`src/logic/acmc_map.vh`:
```
// Constants for the conversion-mode register bank: offsets, field positions,
// reset values and start-delay times.
// Assumes inclusion by bare name from the design files of this block.
`ifndef ACMC_MAP_VH
`define ACMC_MAP_VH

// ==========================================================
// Register offsets
`define ACMC_ADDR_RATE_FILT 8'h02
`define ACMC_ADDR_CONV_CTRL 8'h03
`define ACMC_ADDR_AUX_PIN 8'h04

// ==========================================================
// Reset values
`define ACMC_RST_RATE_FILT 8'h24
`define ACMC_RST_CONV_CTRL 8'h01
`define ACMC_RST_AUX_PIN 8'h00
`define ACMC_RST_RDATA 8'h00

// ==========================================================
// Field positions
`define ACMC_RATE_MSB 7
`define ACMC_RATE_LSB 3
`define ACMC_FILT_MSB 2
`define ACMC_FILT_LSB 0
`define ACMC_RSVD_BIT 7
`define ACMC_CHOP_MSB 6
`define ACMC_CHOP_LSB 5
`define ACMC_SHOT_BIT 4
`define ACMC_DLY_MSB 3
`define ACMC_DLY_LSB 0
`define ACMC_LINK_MSB 7
`define ACMC_LINK_LSB 4
`define ACMC_DIR_MSB 3
`define ACMC_DIR_LSB 0

// ==========================================================
// Field codes
`define ACMC_FILT_SINC1 3'h0
`define ACMC_FILT_SINC2 3'h1
`define ACMC_FILT_SINC3 3'h2
`define ACMC_FILT_SINC4 3'h3
`define ACMC_FILT_FIR 3'h4
`define ACMC_CHOP_NORMAL 2'h0
`define ACMC_CHOP_SWAP 2'h1
`define ACMC_CHOP_AC2 2'h2
`define ACMC_CHOP_AC4 2'h3
`define ACMC_RATE_25600 5'h0F
`define ACMC_DLY_ZERO 4'h0

// ==========================================================
// Timing: clock rate and start delays in microseconds
`define ACMC_CLK_MHZ 250
`define ACMC_TICK_US 1
`define ACMC_DLY_US_0 15'd0
`define ACMC_DLY_US_1 15'd50
`define ACMC_DLY_US_2 15'd59
`define ACMC_DLY_US_3 15'd67
`define ACMC_DLY_US_4 15'd85
`define ACMC_DLY_US_5 15'd119
`define ACMC_DLY_US_6 15'd189
`define ACMC_DLY_US_7 15'd328
`define ACMC_DLY_US_8 15'd605
`define ACMC_DLY_US_9 15'd1160
`define ACMC_DLY_US_10 15'd2270
`define ACMC_DLY_US_11 15'd4490
`define ACMC_DLY_US_12 15'd8930
`define ACMC_DLY_US_13 15'd17800

`endif

```
`src/logic/acmc_mode_regs.v`:
```
// Conversion-mode register bank of a delta-sigma converter: rate and
// filter select, conversion control with start delay, aux pin setup.
// Assumes a plain register port with read data one cycle after the strobe,
// and lock/unlock commands arriving as one-cycle pulses.
//
// How it works
// - Rate code sits in bits 7:3 of register 02h, resets to 20 SPS.
// - Codes 0-15 give the listed rates; codes 16-31 give 40000 SPS.
// - Filter bits 2:0 select sinc1 to sinc4 or FIR; 101-111 reserved.
// - Register 02h resets to 24h.
// - Bits 6:5 of 03h: normal, swap, two-wire or four-wire excitation.
// - Bit 4 of 03h: 0 continuous conversions, 1 single shot.
// - Bits 3:0 of 03h choose the start delay; 1110 and 1111 reserved.
// - Register 03h resets to 01h.
// - Register 04h resets to 00h; upper nibble links, lower directions.
// - Writes are accepted only while unlocked; unlocked after reset.
// - Link bits 7:4 attach aux pins 3:0 to analog inputs 5:2.
//
// Chosen here: the plain strobed port.
`timescale 1ns/1ps
`include "acmc_map.vh"

module acmc_mode_regs
#(
   parameter HAS_AUX = 1,
   parameter TICK_DIV = `ACMC_CLK_MHZ * `ACMC_TICK_US
)
(
   input wire clk,
   input wire reset_n,
   input wire [7:0] reg_addr,
   input wire [7:0] reg_wdata,
   input wire reg_wr,
   input wire reg_rd,
   output reg [7:0] reg_rdata,
   input wire cmd_lock,
   input wire cmd_unlock,
   output reg lock_status,
   input wire conv_start,
   output wire conv_go,
   output wire delay_busy,
   output reg [4:0] output_rate_code,
   output reg [18:0] rate_dsps,
   output reg [4:0] filter_onehot,
   output reg filter_code_bad,
   output reg [3:0] chop_onehot,
   output reg single_shot_select,
   output reg [3:0] start_delay_code,
   output reg delay_code_bad,
   output reg zero_delay_misuse,
   output reg [3:0] aux_pin_analog_link,
   output reg [3:0] aux_pin_input_dir
);

   // ==========================================================
   // Storage
   reg [7:0] rate_and_filter_select_r;
   reg [7:0] conversion_control_r;
   reg [7:0] aux_pin_setup_r;
   reg lock_r;
   reg [7:0] rdata_nxt;
   reg [18:0] rate_nxt;
   reg [14:0] delay_us_nxt;
   reg [4:0] filt_nxt;
   reg [3:0] chop_nxt;
   wire wr_ok;
   wire start_ok;
   wire tick;
   wire [4:0] rate_code;
   wire [2:0] filt_code;
   wire [1:0] chop_code;
   wire [3:0] dly_code;
   wire [3:0] link_nxt;
   wire [3:0] dir_nxt;
   genvar pin_g;

   // ==========================================================
   // Field views of the stored registers
   // Decodes below read these views, except the shot bit and the aux pin bits, which read the raw bytes
   assign rate_code = rate_and_filter_select_r[`ACMC_RATE_MSB:`ACMC_RATE_LSB];
   assign filt_code = rate_and_filter_select_r[`ACMC_FILT_MSB:`ACMC_FILT_LSB];
   assign chop_code = conversion_control_r[`ACMC_CHOP_MSB:`ACMC_CHOP_LSB];
   assign dly_code = conversion_control_r[`ACMC_DLY_MSB:`ACMC_DLY_LSB];

   // ==========================================================
   // Write gate: writes pass only while unlocked
   // A dropped write raises no flag; software reads back to confirm
   assign wr_ok = reg_wr && !lock_r;

   // ==========================================================
   // Lock state; a lock in the same cycle as an unlock wins
   // so a host racing both commands never opens the bank by accident
   // Lock status is shown one edge after this state
   always @(posedge clk or negedge reset_n)
   begin
      if (!reset_n)
         lock_r <= 1'b0;
      else if (cmd_lock)
         lock_r <= 1'b1;
      else if (cmd_unlock)
         lock_r <= 1'b0;
   end

   // ==========================================================
   // Register writes
   // Whole bytes are kept, reserved bits too, so reads return what was written
   // Unmapped addresses fall through and change nothing
   always @(posedge clk or negedge reset_n)
   begin
      if (!reset_n)
      begin
         rate_and_filter_select_r <= `ACMC_RST_RATE_FILT;
         conversion_control_r <= `ACMC_RST_CONV_CTRL;
         aux_pin_setup_r <= `ACMC_RST_AUX_PIN;
      end
      else if (wr_ok)
      begin
         case (reg_addr)
            `ACMC_ADDR_RATE_FILT:
               rate_and_filter_select_r <= reg_wdata;
            `ACMC_ADDR_CONV_CTRL:
               conversion_control_r <= reg_wdata;
            `ACMC_ADDR_AUX_PIN:
               aux_pin_setup_r <= reg_wdata;
            default:
               aux_pin_setup_r <= aux_pin_setup_r;
         endcase
      end
   end

   // ==========================================================
   // Read mux; unmapped addresses read zero
   // The address is looked at in the strobe cycle only
   always @*
   begin
      rdata_nxt = `ACMC_RST_RDATA;
      case (reg_addr)
         `ACMC_ADDR_RATE_FILT:
            rdata_nxt = rate_and_filter_select_r;
         `ACMC_ADDR_CONV_CTRL:
            rdata_nxt = conversion_control_r;
         `ACMC_ADDR_AUX_PIN:
            rdata_nxt = aux_pin_setup_r;
         default:
            rdata_nxt = `ACMC_RST_RDATA;
      endcase
   end

   // Read data stands in the cycle after the strobe only
   // and clears afterwards, so a stale byte never lingers
   always @(posedge clk or negedge reset_n)
   begin
      if (!reset_n)
         reg_rdata <= `ACMC_RST_RDATA;
      else if (reg_rd)
         reg_rdata <= rdata_nxt;
      else
         reg_rdata <= `ACMC_RST_RDATA;
   end

   // ==========================================================
   // Rate code to output rate in tenths of a sample per second
   // Tenths keep 2.5 and 16.6 SPS exact as integers
   // Codes 16 and up all give the fastest rate
   always @*
   begin
      rate_nxt = 19'd400000;
      case (rate_code)
         5'h00: rate_nxt = 19'd25;
         5'h01: rate_nxt = 19'd50;
         5'h02: rate_nxt = 19'd100;
         5'h03: rate_nxt = 19'd166;
         5'h04: rate_nxt = 19'd200;
         5'h05: rate_nxt = 19'd500;
         5'h06: rate_nxt = 19'd600;
         5'h07: rate_nxt = 19'd1000;
         5'h08: rate_nxt = 19'd4000;
         5'h09: rate_nxt = 19'd12000;
         5'h0A: rate_nxt = 19'd24000;
         5'h0B: rate_nxt = 19'd48000;
         5'h0C: rate_nxt = 19'd72000;
         5'h0D: rate_nxt = 19'd144000;
         5'h0E: rate_nxt = 19'd192000;
         5'h0F: rate_nxt = 19'd256000;
         default: rate_nxt = 19'd400000;
      endcase
   end

   // ==========================================================
   // Filter code to one-hot select, bit n for sinc(n+1), bit 4 for FIR
   // Reserved codes give no select at all; the bad-code flag reports them
   always @*
   begin
      filt_nxt = 5'h00;
      case (filt_code)
         `ACMC_FILT_SINC1: filt_nxt = 5'h01;
         `ACMC_FILT_SINC2: filt_nxt = 5'h02;
         `ACMC_FILT_SINC3: filt_nxt = 5'h04;
         `ACMC_FILT_SINC4: filt_nxt = 5'h08;
         `ACMC_FILT_FIR: filt_nxt = 5'h10;
         default: filt_nxt = 5'h00;
      endcase
   end

   // ==========================================================
   // Chop and excitation mode; excitation only on the larger variant
   // The smaller variant has no excitation drivers, so it falls back to normal
   always @*
   begin
      chop_nxt = 4'h1;
      case (chop_code)
         `ACMC_CHOP_NORMAL: chop_nxt = 4'h1;
         `ACMC_CHOP_SWAP: chop_nxt = 4'h2;
         `ACMC_CHOP_AC2: chop_nxt = (HAS_AUX != 0) ? 4'h4 : 4'h1;
         `ACMC_CHOP_AC4: chop_nxt = (HAS_AUX != 0) ? 4'h8 : 4'h1;
         default: chop_nxt = 4'h1;
      endcase
   end

   // ==========================================================
   // Start delay code to microseconds; reserved codes take the longest
   // so a bad setting errs on the slow, settled side
   // Times hold at the nominal modulator clock through TICK_DIV
   always @*
   begin
      delay_us_nxt = `ACMC_DLY_US_13;
      case (dly_code)
         4'h0: delay_us_nxt = `ACMC_DLY_US_0;
         4'h1: delay_us_nxt = `ACMC_DLY_US_1;
         4'h2: delay_us_nxt = `ACMC_DLY_US_2;
         4'h3: delay_us_nxt = `ACMC_DLY_US_3;
         4'h4: delay_us_nxt = `ACMC_DLY_US_4;
         4'h5: delay_us_nxt = `ACMC_DLY_US_5;
         4'h6: delay_us_nxt = `ACMC_DLY_US_6;
         4'h7: delay_us_nxt = `ACMC_DLY_US_7;
         4'h8: delay_us_nxt = `ACMC_DLY_US_8;
         4'h9: delay_us_nxt = `ACMC_DLY_US_9;
         4'hA: delay_us_nxt = `ACMC_DLY_US_10;
         4'hB: delay_us_nxt = `ACMC_DLY_US_11;
         4'hC: delay_us_nxt = `ACMC_DLY_US_12;
         4'hD: delay_us_nxt = `ACMC_DLY_US_13;
         default: delay_us_nxt = `ACMC_DLY_US_13;
      endcase
   end

   // ==========================================================
   // Registered decoded outputs, one edge behind the stored fields
   // Flops keep decode glitches off the pins at the cost of one cycle
   always @(posedge clk or negedge reset_n)
   begin
      if (!reset_n)
      begin
         lock_status <= 1'b0;
         output_rate_code <= 5'h04;
         rate_dsps <= 19'd200;
         filter_onehot <= 5'h10;
         filter_code_bad <= 1'b0;
      end
      else
      begin
         lock_status <= lock_r;
         output_rate_code <= rate_code;
         rate_dsps <= rate_nxt;
         filter_onehot <= filt_nxt;
         filter_code_bad <= (filt_code > `ACMC_FILT_FIR);
      end
   end

   // Conversion control outputs
   always @(posedge clk or negedge reset_n)
   begin
      if (!reset_n)
      begin
         chop_onehot <= 4'h1;
         single_shot_select <= 1'b0;
         start_delay_code <= 4'h1;
         delay_code_bad <= 1'b0;
         zero_delay_misuse <= 1'b0;
      end
      else
      begin
         chop_onehot <= chop_nxt;
         single_shot_select <= conversion_control_r[`ACMC_SHOT_BIT];
         start_delay_code <= dly_code;
         delay_code_bad <= (dly_code > 4'hD);
         // Flags a forbidden zero delay at the two fastest rates
         zero_delay_misuse <= (dly_code == `ACMC_DLY_ZERO) && (rate_code >= `ACMC_RATE_25600);
      end
   end

   // Aux pin outputs
   always @(posedge clk or negedge reset_n)
   begin
      if (!reset_n)
      begin
         aux_pin_analog_link <= 4'h0;
         aux_pin_input_dir <= 4'h0;
      end
      else
      begin
         aux_pin_analog_link <= link_nxt;
         aux_pin_input_dir <= dir_nxt;
      end
   end

   // ==========================================================
   // Per aux pin: pin n links to analog input n+2; zero on the smaller variant
   generate
      for (pin_g = 0; pin_g < 4; pin_g = pin_g + 1)
      begin : g_aux_pin
         // Link bit 4+n and direction bit n of register 04h
         assign link_nxt[pin_g] = (HAS_AUX != 0) && aux_pin_setup_r[`ACMC_LINK_LSB + pin_g];
         assign dir_nxt[pin_g] = (HAS_AUX != 0) && aux_pin_setup_r[`ACMC_DIR_LSB + pin_g];
      end
   endgenerate

   // ==========================================================
   // Conversion start: accepted only while no delay is running
   // Starts during a delay are dropped, not queued; wait for the pulse
   // The timer reads the delay code live at the start edge
   assign start_ok = conv_start && !delay_busy;

   // Microsecond tick, restarted by each accepted start so delays are exact
   // The first tick then lands one full period after the start edge
   acmc_tick_div
   #(
      .DIV(TICK_DIV),
      .CW(16)
   )
   u_tick
   (
      .clk(clk),
      .reset_n(reset_n),
      .clr(start_ok),
      .tick(tick)
   );

   // Start-delay timer; its outputs are flip-flops
   acmc_start_delay u_delay
   (
      .clk(clk),
      .reset_n(reset_n),
      .start(start_ok),
      .tick(tick),
      .delay_us(delay_us_nxt),
      .busy(delay_busy),
      .go(conv_go)
   );

endmodule // acmc_mode_regs

```
`src/logic/acmc_start_delay.v`:
```
// Conversion-start delay timer counting microsecond ticks.
// Assumes tick is a one-cycle enable restarted with each accepted start.
`timescale 1ns/1ps
module acmc_start_delay
(
   input wire clk,
   input wire reset_n,
   input wire start,
   input wire tick,
   input wire [14:0] delay_us,
   output reg busy,
   output reg go
);
   reg [14:0] remain_r;

   // ==========================================================
   // Countdown; zero delay fires on the next edge
   always @(posedge clk or negedge reset_n)
   begin
      if (!reset_n)
      begin
         busy <= 1'b0;
         go <= 1'b0;
         remain_r <= 15'h0000;
      end
      else
      begin
         go <= 1'b0;
         if (start && !busy)
         begin
            if (delay_us == 15'h0000)
               go <= 1'b1;
            else
            begin
               busy <= 1'b1;
               remain_r <= delay_us;
            end
         end
         else if (busy && tick)
         begin
            if (remain_r == 15'h0001)
            begin
               busy <= 1'b0;
               go <= 1'b1; // Delay elapsed
            end
            else
               remain_r <= remain_r - 1'b1;
         end
      end
   end
endmodule // acmc_start_delay

```
`src/logic/acmc_tick_div.v`:
```
// Divider that gives a one-cycle enable pulse every DIV clocks.
// Assumes a synchronous clear that restarts the period.
`timescale 1ns/1ps
module acmc_tick_div
#(
   parameter DIV = 250,
   parameter CW = 16
)
(
   input wire clk,
   input wire reset_n,
   input wire clr,
   output reg tick
);
   reg [CW-1:0] cnt_r;

   // ==========================================================
   // Period counter
   always @(posedge clk or negedge reset_n)
   begin
      if (!reset_n)
      begin
         cnt_r <= {CW{1'b0}};
         tick <= 1'b0;
      end
      else if (clr)
      begin
         cnt_r <= {CW{1'b0}};
         tick <= 1'b0;
      end
      else if (cnt_r == DIV[CW-1:0] - 1'b1)
      begin
         cnt_r <= {CW{1'b0}};
         tick <= 1'b1; // One pulse per period
      end
      else
      begin
         cnt_r <= cnt_r + 1'b1;
         tick <= 1'b0;
      end
   end
endmodule // acmc_tick_div

```
`config.mk`:
```
export PLATFORM = sky130hd
export DESIGN_NAME = acmc_mode_regs
export DESIGN_NICKNAME = d
export VERILOG_FILES = /design/src/logic/acmc_mode_regs.v /design/src/logic/acmc_start_delay.v /design/src/logic/acmc_tick_div.v
export VERILOG_INCLUDE_DIRS = /design/src /design/src/logic
export SDC_FILE = /design/constraint.sdc
export NUM_CORES = 1
export LEC_CHECK = 0
export ABC_AREA = 1
export BUFFER_PORTS_ARGS = -buffer_cell sky130_fd_sc_hd__buf_2
export CAP_MARGIN = 20
export CELL_PAD_IN_SITES_DETAIL_PLACEMENT = 1
export CELL_PAD_IN_SITES_GLOBAL_PLACEMENT = 2
export CORE_MARGIN = 4
export CORE_UTILIZATION = 30
export DETAILED_ROUTE_END_ITERATION = 16
export HOLD_SLACK_MARGIN = 0.02
export PLACE_DENSITY = 0.82
export SYNTH_ARGS = -nofsm -noshare
export SYNTH_HDL_FRONTEND = slang
export SYNTH_HIERARCHICAL = 1
export SYNTH_SLANG_ARGS = --single-unit
```
`constraint.sdc`:
```
create_clock -name clk -period 3.35 [get_ports clk]
set_clock_uncertainty 0.15 [all_clocks]
set_input_delay 0.1675 -clock clk [delete_from_list [all_inputs] [get_ports clk]]
set_output_delay 0.1675 -clock clk [all_outputs]
set_load 0.05 [all_outputs]
```
* Word-level counts from Yosys, hierarchy flattened
Memory sizes are Yosys's and may differ from the RTL's. Index checks and enable logic that the tools add are counted.
Storage, ports and cells: register bits after elaboration 117, bits in read-only memories 528, output and inout bits 60, word-level logic and storage cells 85, memories kept 2
Memories:
- (no name shown) | depth 16, bits a word 18, read ports 1, clocked after memory_dff 0, wr ports 0, line acmc_mode_regs.v:168 | case (rate_code)
- (no name shown) | depth 16, bits a word 15, read ports 1, clocked after memory_dff 0, wr ports 0, line acmc_mode_regs.v:227 | case (dly_code)
Cells by class: add/subtract/negate cells 2, magnitude comparators 3, equality and inequality tests 14, multiplexer cells 23, reductions and logical operators 19
Operators by type and width (count):
- $mux 15 | 4
- $mux 16 | 2
- $pmux 5 s5 | 1
- $pmux 8 s3 | 1
- $mux 19 | 1
- $add 16x1->16 const B | 1
- $eq 16x8->1 const B | 1
- $eq 8x2->1 const B | 2
- $pmux 4 s4 | 1
- $eq 15x1->1 const B | 1
- $logic_not 15->1 | 1
- $sub 15x1->15 const B | 1
- $mux 1 | 12
- $eq 8x3->1 const B | 1
- $mux 8 | 1
- $eq 3x2->1 const B | 2
- $reduce_and 2->1 | 3
- $reduce_and 3->1 | 2
- $reduce_bool 2->1 | 3
- $ge 5x4->1 const B | 1
- $logic_and 1x1->1 | 5
- $eq 2x2->1 const B | 2
- $gt 4x4->1 const B | 1
- $logic_not 4->1 | 1
- 9 further kinds | 10

* Logic depth before layout (Yosys ltp)
depth in word-level cells 5, mapped depth 16, gate-level depth less buffers 16

* Hierarchy
Netlist, hierarchy kept.
By module, submodules not included:
- acmc_mode_regs | instances 1, cells an instance 372, area each 3542.1 µm²
- acmc_start_delay | instances 1, cells an instance 206, area each 1363.8 µm²
- acmc_tick_div | instances 1, cells an instance 116, area each 935.9 µm²

* Least setup slack after synthesis
Ideal clock, no wire load.
kind register to register, start point reg conversion_control_r[0], end point reg u_delay.remain_r[8], setup time 0.117 ns, data arrival time 1.943 ns, path slack 1.140 ns, cell stages (with the launch flop) 16, clock period less this slack 2.210 ns, path through dfstp_2 > inv_1 > ha_1 > nand2_1 > inv_1 > nand2_1 > o211ai_1 > nor2_1 > nand2_1 > nor2_1 > nand2_1 > nand2_1 > nand2_4 > buf_6 > nand2_2 > o21ai_2
On the way: cells in the longest elaborated chain, start to end 4, elaborated cells between the ends (all ways) 6
RTL lines:
- from (decl) | line acmc_mode_regs.v:58 | reg [7:0] conversion_control_r;
- from (signal assigned) | line acmc_mode_regs.v:113 | conversion_control_r <= `ACMC_RST_CONV_CTRL;
- from (signal assigned) | line acmc_mode_regs.v:122 | conversion_control_r <= reg_wdata;
- $mem_v2 16x15
- via delay_us_nxt[9] | line acmc_mode_regs.v:63 | reg [14:0] delay_us_nxt;
- $logic_not 15->1 | line acmc_start_delay.v:31 | if (delay_us == 15'h0000)
- $ne 2x2->1 (no source line)
- $reduce_and 3->1 (no source line)
- to (signal assigned) | line acmc_start_delay.v:36 | remain_r <= delay_us;
- to (signal assigned) | line acmc_start_delay.v:47 | remain_r <= remain_r - 1'b1;
- to (decl) | line acmc_start_delay.v:14 | reg [14:0] remain_r;
The timed path passes the listed nets, and every way through them passes these cells. The select of a mux whose other input is x is not followed. A chain may end at the register's enable or synchronous reset.

* Worst setup path in the final report
start point reg conversion_control_r[0], end point reg u_delay.remain_r[6]
The elaborated chain is that of the path after synthesis.

==> metrics <==
post-route cell area 7230 µm²; WP data required 3.50 ns; synthesized cell area 5840 µm²; Num CTS Buffers 17; most used cell, CP nand2_1; CP max FO 22; R2R cell count 16; post-route clock period utilization 0.851; worst skew pair latency 0.42 ns; largest net degree at the start of global routing 64; Fmax 351 MHz; root buf cell clkbuf_16; WP data arrival 3.00 ns; post-synth net total 733; DR vias/cell 4.51; Largest stage delay, worst path 0.62 ns; Routability Congestion 0.776; Congestion Overflow GR 0; detailed-route DRC error count 0; clock slew at reported path FFs 0.06 ns; final WL 15800 µm; Die H 148 µm; max-cap violations 0; total global-route track usage 0.156; worst path cell trace inv_1 > ha_1 > nand2_1 > inv_1 > nand2_1 > inv_1 > a21oi_1 > nor2_1 > nand3_1 > nor2_1 > nand2_1 > nand2_1 > nand2_4 > clkinv_2 > nand2_1 > nand2_1; Syn. warnings 6; DR iter-0 viols 255; fillers 2243; Slew HR 0.441; Crit. End Element register; clk sinks 116; Die Footprint 21800 µm²; CTS tree built; Final Net Count 833; FF+latch count, synth 116; Tmin final 2.85 ns; H-tree depth 4; initial antenna violation count 0; fraction of layout cells with a size suffix above 1 0.242; EDFF count, synth 0; RSZ-0062 raised after global routing no; hpwl dp 11500 µm; Slew @ Worst Pin 0.839 ns; outcome completed; Slew Viols, Final 0; most common cell after layout, fill and taps aside nand2_1; Hold Path Cell Cnt 5; Setup-failing EPs final 0; dominant synthesized flop cell dfrtp_1; first-pass GRT wire length 27200 µm; Pre-antenna DRT Iters 4; Hold Violations, Final 0; DP Cell Count 1022; fin cells 1067; register area 2920 µm²; Syn-to-layout area delta 23.8%; initial core utilization 0.308; multi-input logic area 2470 µm²; Cell variety after synth 40; Hold WC Path Type input port to register; Die X 148 µm; gate count of the mapped netlist 694; pre-CTS setup slack 0.524 ns; Seq/Total Area, Yosys 0.499; VDD IR max 0.354 mV; Post-synth ARST share 1.00; CP Launch Type register; core area 19000 µm²; final worst slack 0.500 ns; cell depth of the worst setup path 16; cts repair resizes 0; vias in the first global route 5129; Buf/Inv on CP 4; family with the most delay on the worst path simple AND/OR/NAND/NOR gates; vias 4813; Crit Path Category register to register; total negative setup slack 0 ns; Post-Syn Area per Cell 8.42 µm²; final core occ 0.382; n_diodes 0; most frequent cells in the layout nand2_1, dfrtp_1, nand3_1; slowest CP cell dfstp_2; FP Rows 50; clock buffer depth 2; Pwr Density 505 nW/µm²; Placement Cell Area 6490 µm²; WL per Instance 14.8 µm; static leakage 3.81 nW; post-route ant nets 0; Ports 83; Port-buffer cells 82
## path summary, 6_finish.rpt
kind	startpoint	to	slack [ns]
setup / recovery	conversion_control_r[0]	u_delay/remain_r[6]	0.50
hold / removal	reg_wr	conversion_control_r[0]	0.04
setup reg to reg	conversion_control_r[0]	u_delay/remain_r[6]	0.50
hold reg to reg	aux_pin_setup_r[2]	aux_pin_input_dir[2]	0.26
max in group asynchronous	reset_n	rate_and_filter_select_r[2]	1.94
min in group asynchronous	reset_n	u_tick/cnt_r[11]	0.25
## state kept, by name, indices dropped and copies added, names as in the netlist, 4 cells and up
register,count
aux_pin_setup_r,8
rate_dsps,18
filter_onehot,5
conversion_control_r,8
start_delay_code,4
output_rate_code,5
u_tick/cnt_r,16
aux_pin_analog_link,4
chop_onehot,4
reg_rdata,8
rate_and_filter_select_r,8
aux_pin_input_dir,4
u_delay/remain_r,15
## synth_stat cells (4+ instances only)
cell | instances | area share
nand2_1 | 175 | 0.11
dfrtp_1 | 106 | 0.45
nand3_1 | 86 | 0.074
nor2_1 | 78 | 0.050
inv_1 | 74 | 0.048
ha_1 | 16 | 0.034
nand2_2 | 14 | 0.015
a21oi_1 | 11 | 0.0094
inv_2 | 11 | 0.0071
dfstp_2 | 10 | 0.045
nor2_4 | 10 | 0.019
o21ai_0 | 10 | 0.0086
buf_2 | 9 | 0.0077
nand3_2 | 9 | 0.015
o21ai_2 | 9 | 0.013
o21ai_1 | 7 | 0.0060
nand2_4 | 5 | 0.0096
nor3_1 | 5 | 0.0043
xor2_1 | 5 | 0.0075
nand4_1 | 4 | 0.0043
xnor2_1 | 4 | 0.0060
## worst reg2reg max path: cells and delay by family (launching register included)
| family | cells | cell delay, ns |
|---|---|---|
| AO/OA/AOI/OAI | 1 | 0.18 |
| adder cells (fa/ha/maj) | 1 | 0.25 |
| buffers and inverters | 4 | 0.47 |
| flip-flops | 1 | 0.62 |
| AND/OR/NAND/NOR | 10 | 1.06 |
## metal layers
layer	track usage	vias to the layer above	routed length, µm
li1	-	2390	-
met5	0	-	0
met1	0.216	2336	7630
met3	0.0389	6	540
met4	0.0391	0	119
met2	0.245	81	7480
## power breakdown
group          switching (W)  internal (W)
logic               0.000200     0.0000817
clock network       0.000692       0.00120
registers          0.0000360       0.00144
## cell type report
class	count	share of cell area
multi-input cells	475	0.342
well taps	260	0.0450
inverters	86	0.0448
clock buffers	18	0.0607
repair buffers	98	0.0799
flip-flops and latches	116	0.403
clock inverters	14	0.0244
## per-stage QoR
step | power (W) | hold WS, ns
2_1_floorplan | 0.00167 | -0.278
3_3_place_gp | 0.00177 | 0.174
3_5_place_dp | 0.00178 | 0.184
4_1_cts | 0.00371 | 0.0206
5_1_grt | 0.00381 | 0.0555
6_report | 0.00365 | 0.0389
## cells by family after synthesis
| family | after synthesis | share of synthesized area |
|---|---|---|
| xor+xnor | 9 | 0.0135 |
| buf+inv | 103 | 0.0775 |
| compound gates | 51 | 0.0544 |
| flops | 116 | 0.499 |
| fa+ha+maj | 16 | 0.0343 |
| simple gates | 399 | 0.321 |
## timing repair
item	4_1_cts	5_1_grt
hold endpoints to repair	90	0
hold buffers	13	0
buffers inserted	0	0
(Power assumes the default switching activity.)
